**src/rtl/debug_status_defines.svh**
```systemverilog
`ifndef DEBUG_STATUS_DEFINES_SVH
`define DEBUG_STATUS_DEFINES_SVH

// Width of the debug status low register
`define DSL_WIDTH 8

// Field positions inside the debug status low register
`define DSL_WAIT_BIT 7
`define DSL_STOP_BIT 6
`define DSL_RAM_FAULT_BIT 5
`define DSL_OVERRUN_BIT 4
`define DSL_NO_RESPONSE_BIT 3
`define DSL_ILLEGAL_ACCESS_BIT 2
`define DSL_ILLEGAL_COMMAND_BIT 1
`define DSL_COMMAND_ERROR_BIT 0

// Value after reset: every flag clear
`define DSL_RESET_VALUE 8'h00

// Synchroniser depth for the debug pin
`define DSL_SYNC_STAGES 2

`endif

```
**src/rtl/debug_status_pkg.sv**
```systemverilog
package debug_status_pkg;

   // Overrun tracking, one-hot
   typedef enum logic [2:0] {
      OVR_IDLE = 3'b001,
      OVR_WAIT_BYTE = 3'b010,
      OVR_FORCE = 3'b100
   } overrun_state_t;

endpackage

```
**src/rtl/debug_pin_sync.sv**
```systemverilog
`timescale 1ns/10ps
`default_nettype none

// Brings the debug pin into the core clock domain and flags falling edges
module debug_pin_sync #(
   parameter int STAGES = 2
) (
   input wire logic i_sys_clk,
   input wire logic i_srst,
   input wire logic i_pin,
   output logic o_pin_level,
   output logic o_pin_fall
);

   logic [STAGES-1:0] sync_r; // Synchroniser chain, bit 0 is the first stage
   logic level_prev_r; // Last synchronised level, for edge detection

   // Chain shifts in the raw pin; only the last stage is looked at
   always_ff @(posedge i_sys_clk) begin
      if (i_srst) begin
         sync_r <= {STAGES{1'b1}};
         level_prev_r <= 1'b1;
      end else begin
         sync_r <= {sync_r[STAGES-2:0], i_pin};
         level_prev_r <= sync_r[STAGES-1];
      end
   end

   // Pin idles high, so reset values avoid a false edge
   assign o_pin_level = sync_r[STAGES-1];
   assign o_pin_fall = level_prev_r & ~sync_r[STAGES-1];

endmodule

`default_nettype wire

```
**src/rtl/debug_status_ack_logic.sv**
```systemverilog
// Function
// Flag 3:1 setting command acks long
// Later correct commands ack normal
// Later failing commands ack long
// First ack after wait/stop long
// Host edge on pending ack: overrun, no long
// After next byte, overrun forces long acks
// Unimplemented opcode flags, no long ack
// Other illegal command causes long ack
// Register reached only by debug commands
// Bits 7:5,3:0 clear by writing one
// Bit four cleared only by sync
// Wait flag set, clear after exit
// Stop flag set on request, enabled
// Stop flag clear ignored during stop
// RAM ECC double fault flag
// Host reads status after long ack
`include "debug_status_defines.svh"
`timescale 1ns/10ps
`default_nettype none

module debug_status_ack_logic
   import debug_status_pkg::*;
#(
   parameter int SYNC_STAGES = `DSL_SYNC_STAGES
) (
   input wire logic i_sys_clk,
   input wire logic i_srst,
   input wire logic i_debug_pin,
   input wire logic i_bdc_enable,
   input wire logic i_ack_enable,
   input wire logic i_wait_mode,
   input wire logic i_stop_mode,
   input wire logic i_stop_request,
   input wire logic i_ram_dbl_fault,
   input wire logic i_ack_pending,
   input wire logic i_byte_received,
   input wire logic i_sync_pulse,
   input wire logic i_cmd_done,
   input wire logic i_cmd_uses_ack,
   input wire logic i_cmd_ok,
   input wire logic i_cmd_unimplemented,
   input wire logic i_cmd_illegal_other,
   input wire logic i_no_response,
   input wire logic i_illegal_access,
   input wire logic i_cmd_error,
   input wire logic i_status_wr,
   input wire logic [`DSL_WIDTH-1:0] i_status_wdata,
   output logic [`DSL_WIDTH-1:0] o_status_low,
   output logic o_ack_strobe,
   output logic o_ack_long
);

   // Synchronised pin edge
   logic pin_fall; // One-cycle pulse on a host falling edge

   // Status register and its next value
   logic [`DSL_WIDTH-1:0] status_r; // Debug status low register
   logic [`DSL_WIDTH-1:0] status_nxt; // Value for the next edge
   logic [`DSL_WIDTH-1:0] set_vec; // Hardware set requests per bit
   logic [`DSL_WIDTH-1:0] clr_vec; // Clear requests per bit
   logic [`DSL_WIDTH-1:0] wr_ones; // Written ones, zero when no write

   // Individual set conditions
   logic set_wait; // Device is in wait mode
   logic set_stop; // Stop instruction while debug controller enabled
   logic set_ram; // Debug RAM write hit a double fault
   logic set_overrun; // Host edge while our ack still pending
   logic set_illegal_cmd; // Any illegal command cause

   // Long acknowledge decision terms
   logic ack_issue; // Command finished and wants an ack
   logic cause_31; // Command set a flag in 3:1 in a way that may go long
   logic cmd_failed; // Command did not execute correctly, unimplemented opcode excluded
   logic ws_now; // Wait or stop flag currently set
   logic ws_prev_r; // Same, one cycle earlier
   logic ws_rise; // Wait or stop flag just became set
   logic ws_pend_r; // First ack after wait/stop still owed as long
   logic ws_pend_nxt; // Next value of the owed flag
   logic ws_first; // This ack is the first since wait/stop
   logic ovr_force; // Overrun seen and a byte followed
   logic ovr_hold_off; // Overrun too fresh to go long
   logic long_nxt; // Ack length for the current command

   // Overrun tracking
   overrun_state_t ovr_state_r; // Where we are after an overrun
   overrun_state_t ovr_state_nxt; // Next overrun state

   // Pin comes from another domain, so it is synchronised first
   debug_pin_sync #(
      .STAGES(SYNC_STAGES)
   ) u_pin_sync (
      .i_sys_clk(i_sys_clk),
      .i_srst(i_srst),
      .i_pin(i_debug_pin),
      .o_pin_level(),
      .o_pin_fall(pin_fall)
   );

   // Write port is the debug command path only, no processor address
   assign wr_ones = i_status_wr ? i_status_wdata : `DSL_WIDTH'(0);

   // Set sources
   assign set_wait = i_wait_mode;
   assign set_stop = i_stop_request & i_bdc_enable;
   assign set_ram = i_ram_dbl_fault;
   assign set_overrun = pin_fall & i_ack_pending;
   assign set_illegal_cmd = i_cmd_unimplemented | i_cmd_illegal_other;

   // Gather set requests into bit positions
   always_comb begin
      set_vec = `DSL_WIDTH'(0);
      set_vec[`DSL_WAIT_BIT] = set_wait;
      set_vec[`DSL_STOP_BIT] = set_stop;
      set_vec[`DSL_RAM_FAULT_BIT] = set_ram;
      set_vec[`DSL_OVERRUN_BIT] = set_overrun;
      set_vec[`DSL_NO_RESPONSE_BIT] = i_no_response;
      set_vec[`DSL_ILLEGAL_ACCESS_BIT] = i_illegal_access;
      set_vec[`DSL_ILLEGAL_COMMAND_BIT] = set_illegal_cmd;
      set_vec[`DSL_COMMAND_ERROR_BIT] = i_cmd_error;
   end

   // Gather clear requests; writing zero never clears anything
   always_comb begin
      clr_vec = wr_ones;
      // Wait flag only clears once wait mode has ended
      clr_vec[`DSL_WAIT_BIT] = wr_ones[`DSL_WAIT_BIT] & ~i_wait_mode;
      // Stop flag write is ignored while still stopped
      clr_vec[`DSL_STOP_BIT] = wr_ones[`DSL_STOP_BIT] & ~i_stop_mode;
      // Overrun ignores writes, only a sync pulse clears it
      clr_vec[`DSL_OVERRUN_BIT] = i_sync_pulse;
   end

   // Set beats clear so an event in the clearing cycle survives
   assign status_nxt = set_vec | (status_r & ~clr_vec);

   // Ack is wanted only with handshaking on and an ack-type command
   assign ack_issue = i_cmd_done & i_cmd_uses_ack & i_ack_enable;

   // Flags 3:1 set by this command; unimplemented opcode excluded
   assign cause_31 = i_no_response | i_illegal_access | i_cmd_illegal_other;

   // A failing command goes long, except the unimplemented opcode case
   assign cmd_failed = ~i_cmd_ok & ~i_cmd_unimplemented;

   // Wait/stop rise detection on the stored flags
   assign ws_now = status_r[`DSL_WAIT_BIT] | status_r[`DSL_STOP_BIT];
   assign ws_rise = ws_now & ~ws_prev_r;
   assign ws_first = ws_pend_r | ws_rise;

   // Owed long ack is consumed by the next ack, later ones are normal
   assign ws_pend_nxt = ack_issue ? 1'b0 : (ws_pend_r | ws_rise);

   // Overrun phases
   assign ovr_force = (ovr_state_r == OVR_FORCE);
   // Long pulse would collide with the host's new transmission
   assign ovr_hold_off = (ovr_state_r == OVR_WAIT_BYTE) | set_overrun;

   // Ack length; correct commands with no owed cause stay normal
   assign long_nxt = (cause_31 | cmd_failed | ws_first | ovr_force) & ~ovr_hold_off;

   // Overrun tracking: fresh overrun waits a byte, then forces long acks
   always_comb begin
      ovr_state_nxt = ovr_state_r;
      unique case (ovr_state_r)
         OVR_IDLE: begin
            // New overrun edge starts the wait for a full byte
            if (set_overrun) begin
               ovr_state_nxt = OVR_WAIT_BYTE;
            end
         end
         OVR_WAIT_BYTE: begin
            // Sync clears the flag, so the tracking ends too
            if (i_sync_pulse && !set_overrun) begin
               ovr_state_nxt = OVR_IDLE;
            end else if (i_byte_received) begin
               ovr_state_nxt = OVR_FORCE;
            end
         end
         OVR_FORCE: begin
            // Another edge restarts the hold-off
            if (set_overrun) begin
               ovr_state_nxt = OVR_WAIT_BYTE;
            end else if (i_sync_pulse) begin
               ovr_state_nxt = OVR_IDLE;
            end
         end
         default: begin
            // Illegal one-hot code recovers to idle
            ovr_state_nxt = OVR_IDLE;
         end
      endcase
   end

   // Status register update
   always_ff @(posedge i_sys_clk) begin
      if (i_srst) begin
         status_r <= `DSL_RESET_VALUE;
      end else begin
         status_r <= status_nxt;
      end
   end

   // Wait/stop bookkeeping and overrun state
   always_ff @(posedge i_sys_clk) begin
      if (i_srst) begin
         ws_prev_r <= 1'b0;
         ws_pend_r <= 1'b0;
         ovr_state_r <= OVR_IDLE;
      end else begin
         ws_prev_r <= ws_now;
         ws_pend_r <= ws_pend_nxt;
         ovr_state_r <= ovr_state_nxt;
      end
   end

   // Ack outputs registered; length held until the next ack
   always_ff @(posedge i_sys_clk) begin
      if (i_srst) begin
         o_ack_strobe <= 1'b0;
         o_ack_long <= 1'b0;
      end else begin
         o_ack_strobe <= ack_issue;
         // Length only changes with an ack so the pulse generator sees it stable
         if (ack_issue) begin
            o_ack_long <= long_nxt;
         end
      end
   end

   // Readback for the debug read command comes from the flop itself
   assign o_status_low = status_r;

endmodule

`default_nettype wire

```
**config.mk**
```make
export PLATFORM = sky130hd
export DESIGN_NAME = debug_status_ack_logic
export DESIGN_NICKNAME = d
export VERILOG_FILES = /design/src/rtl/debug_status_pkg.sv /design/src/rtl/debug_pin_sync.sv /design/src/rtl/debug_status_ack_logic.sv
export VERILOG_INCLUDE_DIRS = /design/src /design/src/rtl
export SDC_FILE = /design/constraint.sdc
export NUM_CORES = 1
export LEC_CHECK = 0
export BUFFER_PORTS_ARGS = -buffer_cell sky130_fd_sc_hd__buf_2
export CAP_MARGIN = 20
export CORE_UTILIZATION = 44
export DETAILED_ROUTE_END_ITERATION = 10
export PLACE_DENSITY = 0.8
export SLEW_MARGIN = 20
export SYNTH_ARGS = -nofsm -noshare
export SYNTH_HDL_FRONTEND = slang
export SYNTH_SLANG_ARGS = --single-unit
export TNS_END_PERCENT = 100
```
**constraint.sdc**
```tcl
create_clock -name i_sys_clk -period 3.5 [get_ports i_sys_clk]
set_input_delay 0.175 -clock i_sys_clk [delete_from_list [all_inputs] [get_ports i_sys_clk]]
set_output_delay 0.175 -clock i_sys_clk [all_outputs]
set_load 0.02 [all_outputs]
```
### Yosys cells after proc, flatten, opt, wreduce, memory -nomap -nowiden

Index checks and enable logic that the tools add are counted.

| operators by class | value |
|---|---|
| muxes and demuxes | 7 |
| eq/ne operators | 6 |
| bitwise logic cells | 29 |
| reductions and logical operators | 4 |

Operators with widths:

| cell | number |
|---|---|
| $mux 3 | 5 |
| $and 1x1->1 | 10 |
| $or 1x1->1 | 9 |
| $pmux 3 s3 | 1 |
| $and 8x8->8 | 1 |
| $mux 8 | 1 |
| $not 8->8 | 1 |
| $or 8x8->8 | 1 |
| $not 1->1 | 7 |
| $eq 3x1->1 const B | 1 |
| $eq 3x2->1 const B | 1 |
| $eq 3x3->1 const B | 1 |
| $ne 3x2->1 const B | 1 |
| $ne 3x3->1 const B | 1 |
| $reduce_and 3->1 | 1 |
| $ne 2x2->1 const B | 1 |
| $reduce_or 2->1 | 1 |
| $logic_and 1x1->1 | 1 |
| $logic_not 1->1 | 1 |

| word-level totals | value |
|---|---|
| register bits | 18 |
| output and inout port bits | 10 |
| word-level logic and storage cells | 54 |

### Logic depth before layout (Yosys ltp)

| logic depth | value |
|---|---|
| word-level depth | 7 |
| depth in mapped cells | 4 |

### By module

Synthesis repeated with hierarchy kept, for this count alone.

| second synthesis, totals | value |
|---|---|
| cell total of the unflattened synthesis | 79 |
| area total of the unflattened synthesis | 710.7 µm² |

By module, submodules not included:

| module | area each (µm²) | cells an instance | times used |
|---|---|---|---|
| debug_status_ack_logic | 625.6 | 72 | 1 |
| debug_pin_sync | 85.1 | 7 | 1 |

### Worst setup path after synthesis

OpenSTA, ideal clock, no wires.

| timing | value |
|---|---|
| path kind | reg-to-reg |
| start | register ovr_state_r[0] |
| end | register ovr_state_r[1] |
| setup time | 0.079 ns |
| data arrival time | 1.085 ns |
| slack | 2.336 ns |
| cell stages (with the launch flop) | 5 |
| path buffers | 0 |
| cell sequence | dfxtp_1 -> or3b_1 -> o21ai_0 -> nor2_1 -> a211oi_2 |

| between the ends | value |
|---|---|
| longest elaborated chain between the ends | 3 |
| elaborated cells between the ends (all ways) | 8 |
| classes of those cells | eq/ne (6); mux (1); reduce/logical (1) |

RTL lines:

| element | RTL line | RTL |
|---|---|---|
| from (decl) | debug_status_ack_logic.sv:86 | `overrun_state_t ovr_state_r;` |
| from (signal assigned) | debug_status_ack_logic.sv:213 | `ovr_state_r <= ovr_state_nxt;` |
| $eq 3x3->1 (tied with other cells) | debug_status_ack_logic.sv:165 | `unique case (ovr_state_r)` |
| $ne 3x3->1 (no line) (tied with other cells) | n/a |  |
| $reduce_and 3->1 (no line) | n/a |  |

Several ways; a longest one is shown, not always the timed one.
A chain may end at the register's enable or synchronous reset.

### Worst setup path after layout

Same ends and word-level chain as after synthesis.

==> results.txt <==
maximum count of clock buffers along a single path: 2
clock latency on the worst-skew pair: 0.29 ns
DIE HEIGHT: 41.4 um
final clock period utilization by the worst path: 0.373
setup violators final: 0
maximum number of pins on one net before global-route repair: 19
Placement Rows: 13
power density of the placed cells: 443 nW/um^2
routed wirelength normalized by instance count: 12.4 um
CTS H-tree depth: 1
clock tree sinks: 18
main combinational cell family by area after synthesis: simple AND/OR/NAND/NOR gates
cell-internal power: 0.305 mW
commonest non-fill, non-tap cells in the layout: sky130_fd_sc_hd__buf_2 (37), sky130_fd_sc_hd__dfxtp_1 (18), sky130_fd_sc_hd__nor2_1 (14)
Switching Share: 0.245
max frequency: 0.767 GHz
I/O pin total: 39
Post-Synthesis Mean Instance Area: 8.74 um^2
average vias per placed instance: 5.33
Post-CTS Hold Fix Bufs: 0
max-slew violation count: 0
library cells used by synthesis: 24
number of fill cells in the layout: 136
Area Overhead vs Synth: 33.6%
Switch Pwr: 0.0989 mW
CTS Buf Count: 3
path category of the worst min-delay check: in2reg
mux cell area share after synthesis: 0
nets: 147
arrival time of the worst setup path: 1.52 ns
Crit Path Class: reg2reg
most frequent standard cell in the layout excluding fill and tap cells: sky130_fd_sc_hd__buf_2
share of the synthesized area in compound gates (AO/OA/AOI/OAI): 0.176
setup repair after global routing missed its margin: no
initial antenna violation count: 0
global route overflow: 0
data required time at the worst endpoint: 3.72 ns
count of final hold-check violations: 0
number of buffer cells added on primary ports: 37
number of instances resized during post-cts repair: 0
run status: finished clean
diode insertion count for antenna repair: 0
share of power burned in registers: 0.548
Max stage delay on crit path: 0.47 ns
number of iterations in the first detailed-routing pass: 4
Worst VDD drop: 0.287 mV
maximum fanout encountered on the critical timing path: 8
Register-to-Register Setup Slack: 2.20 ns
library cell contributing the largest single delay on the critical path: sky130_fd_sc_hd__dfxtp_1
worst-path cell chain: or3b_1, o21ai_0, nor2_1, a211oi_2
wire length of the first global-routing pass: 2.50 mm
Static Leak: 0.428 nW
adder and majority gate portion of the synthesized area: 0
combinational share of power: 0.140
post-route DRC violation count: 0
sum of routed wire length over all layers: 1.63 mm
Clock Pin Slew Worst Setup and Hold Paths: 0.10 ns
type of destination of the critical path: flop
accumulated negative setup slack: 0 ns
reported max-cap violation count: 0
XOR/XNOR Fraction of Synth Area: 0
crit path launch type: flop
slew at the pin closest to its max-slew limit: 0.294 ns
overall via count from detail_route: 704
simple-gate portion of the synthesized area: 0.273
antenna-violating nets left: 0
relative slew slack: 0.801
Final GP Congestion: 0.694
post-synthesis register bit count: 18
end-of-flow core utilization: 0.667
iteration-0 DRC count of the detailed router: 6
clock root buffer: sky130_fd_sc_hd__clkbuf_4
Seq/Total Area, Yosys: 0.528
# Post-CTS Setup Buffers: 0
largest clock skew in the final design: 0.00103 ns
Die Footprint: 1710 um^2
total number of yosys warnings: 0
via count of the first global-routing pass: 601
number of instances in the synthesized netlist: 78
proportion of power drawn by the clock network: 0.312
summed instance area of the synthesized netlist: 682 um^2
Core Footprint: 1370 um^2
clock tree from TritonCTS: done
min cycle time layout: 1.30 ns
Starting Density: 0.499
share of final-layout standard cells stronger than drive strength 1: 0.385
Synth Net Count: 107
width of the chip: 41.4 um
Total Routing Usage GR: 0.227
-- flip-flops by register name (all words and copies together), names as in the netlist --
signal	count
o_ack_strobe	1
u_pin_sync.sync_r	2
o_ack_long	1
ws_prev_r	1
ws_pend_r	1
u_pin_sync.level_prev_r	1
o_status_low	8
ovr_state_r	3
-- kinds of logic after synthesis --
logic type             count (synthesis)
AO/OA/AOI/OAI                         19
buffers and inverters                  3
flip-flops                            18
AND/OR/NAND/NOR                       38
-- worst paths after layout --
kind	from	endpoint	cells after the start
setup / recovery	ovr_state_r[0]	ovr_state_r[1]	4
hold / removal	i_debug_pin	u_pin_sync.sync_r[0]	2
setup reg to reg	ovr_state_r[0]	ovr_state_r[1]	4
hold reg to reg	u_pin_sync.sync_r[0]	u_pin_sync.sync_r[1]	1
-- stage by stage --
stage	instance area [um^2]	std cells	setup WS (ns)	hold WS (ns)	power, mW
after floorplan	682	78	2.34	0.279	0.255
after global placement	875	128	2.27	0.359	0.280
after detailed placement	875	128	2.23	0.361	0.282
after CTS	911	132	2.20	0.0612	0.405
after global routing	911	132	2.12	0.0604	0.419
final	911	132	2.20	0.0615	0.403
-- synth_stat cells --
master | n | share of area
sky130_fd_sc_hd__nor2b_1 | 1 | 0.0092
sky130_fd_sc_hd__nor2_1 | 14 | 0.077
sky130_fd_sc_hd__nand2b_1 | 3 | 0.028
sky130_fd_sc_hd__dfxtp_1 | 18 | 0.53
sky130_fd_sc_hd__o21bai_1 | 1 | 0.011
sky130_fd_sc_hd__o21ai_0 | 3 | 0.022
sky130_fd_sc_hd__a211oi_2 | 1 | 0.018
sky130_fd_sc_hd__buf_4 | 1 | 0.011
sky130_fd_sc_hd__or2_2 | 3 | 0.028
sky130_fd_sc_hd__nand3b_1 | 2 | 0.022
sky130_fd_sc_hd__o21ai_1 | 1 | 0.0073
sky130_fd_sc_hd__o221ai_1 | 1 | 0.013
sky130_fd_sc_hd__nor3_1 | 3 | 0.022
sky130_fd_sc_hd__nor4b_1 | 1 | 0.013
sky130_fd_sc_hd__a221oi_1 | 1 | 0.013
sky130_fd_sc_hd__nor3b_1 | 1 | 0.011
sky130_fd_sc_hd__nand2_1 | 8 | 0.044
sky130_fd_sc_hd__clkbuf_1 | 1 | 0.0055
sky130_fd_sc_hd__a21oi_1 | 8 | 0.059
sky130_fd_sc_hd__a211oi_1 | 2 | 0.022
sky130_fd_sc_hd__nand3_1 | 1 | 0.0073
sky130_fd_sc_hd__o211ai_1 | 1 | 0.011
sky130_fd_sc_hd__or3b_1 | 1 | 0.013
sky130_fd_sc_hd__inv_1 | 1 | 0.0055
-- worst max-delay path: cells and delay by family (launching register included) --
family / cells / cell delay [ns]
AOI/OAI and AO/OA: 2 / 0.28
DFF: 1 / 0.47
and+or+nand+nor: 2 / 0.48
-- per-layer routing --
layer  up-vias  routed length, um  GRT usage
met1       332                677      0.255
met4         0                 35      0.137
met5         -                  0          0
li1        348                  -          -
met2        18                855      0.391
met3         6                 64     0.0479
-- area by class of cell --
cell class	count	area [um^2]	share of cell area
Clock buffer	4	36.3	0.0398
Inverter	1	3.75	0.00412
Sequential cell	18	360	0.396
Multi-Input combinational cell	57	307	0.337
Tap cell	15	18.8	0.0206
Timing Repair Buffer	37	185	0.203
-- power groups by stage --
stage               logic (mW)  registers, mW  clock network, mW
CTS                     0.0568          0.221              0.127
floorplan               0.0210          0.234                  0
detailed placement      0.0559          0.226                  0
finish                  0.0565          0.221              0.126
global placement        0.0540          0.226                  0
global route            0.0634          0.223              0.133
(Power assumes the default switching activity.)
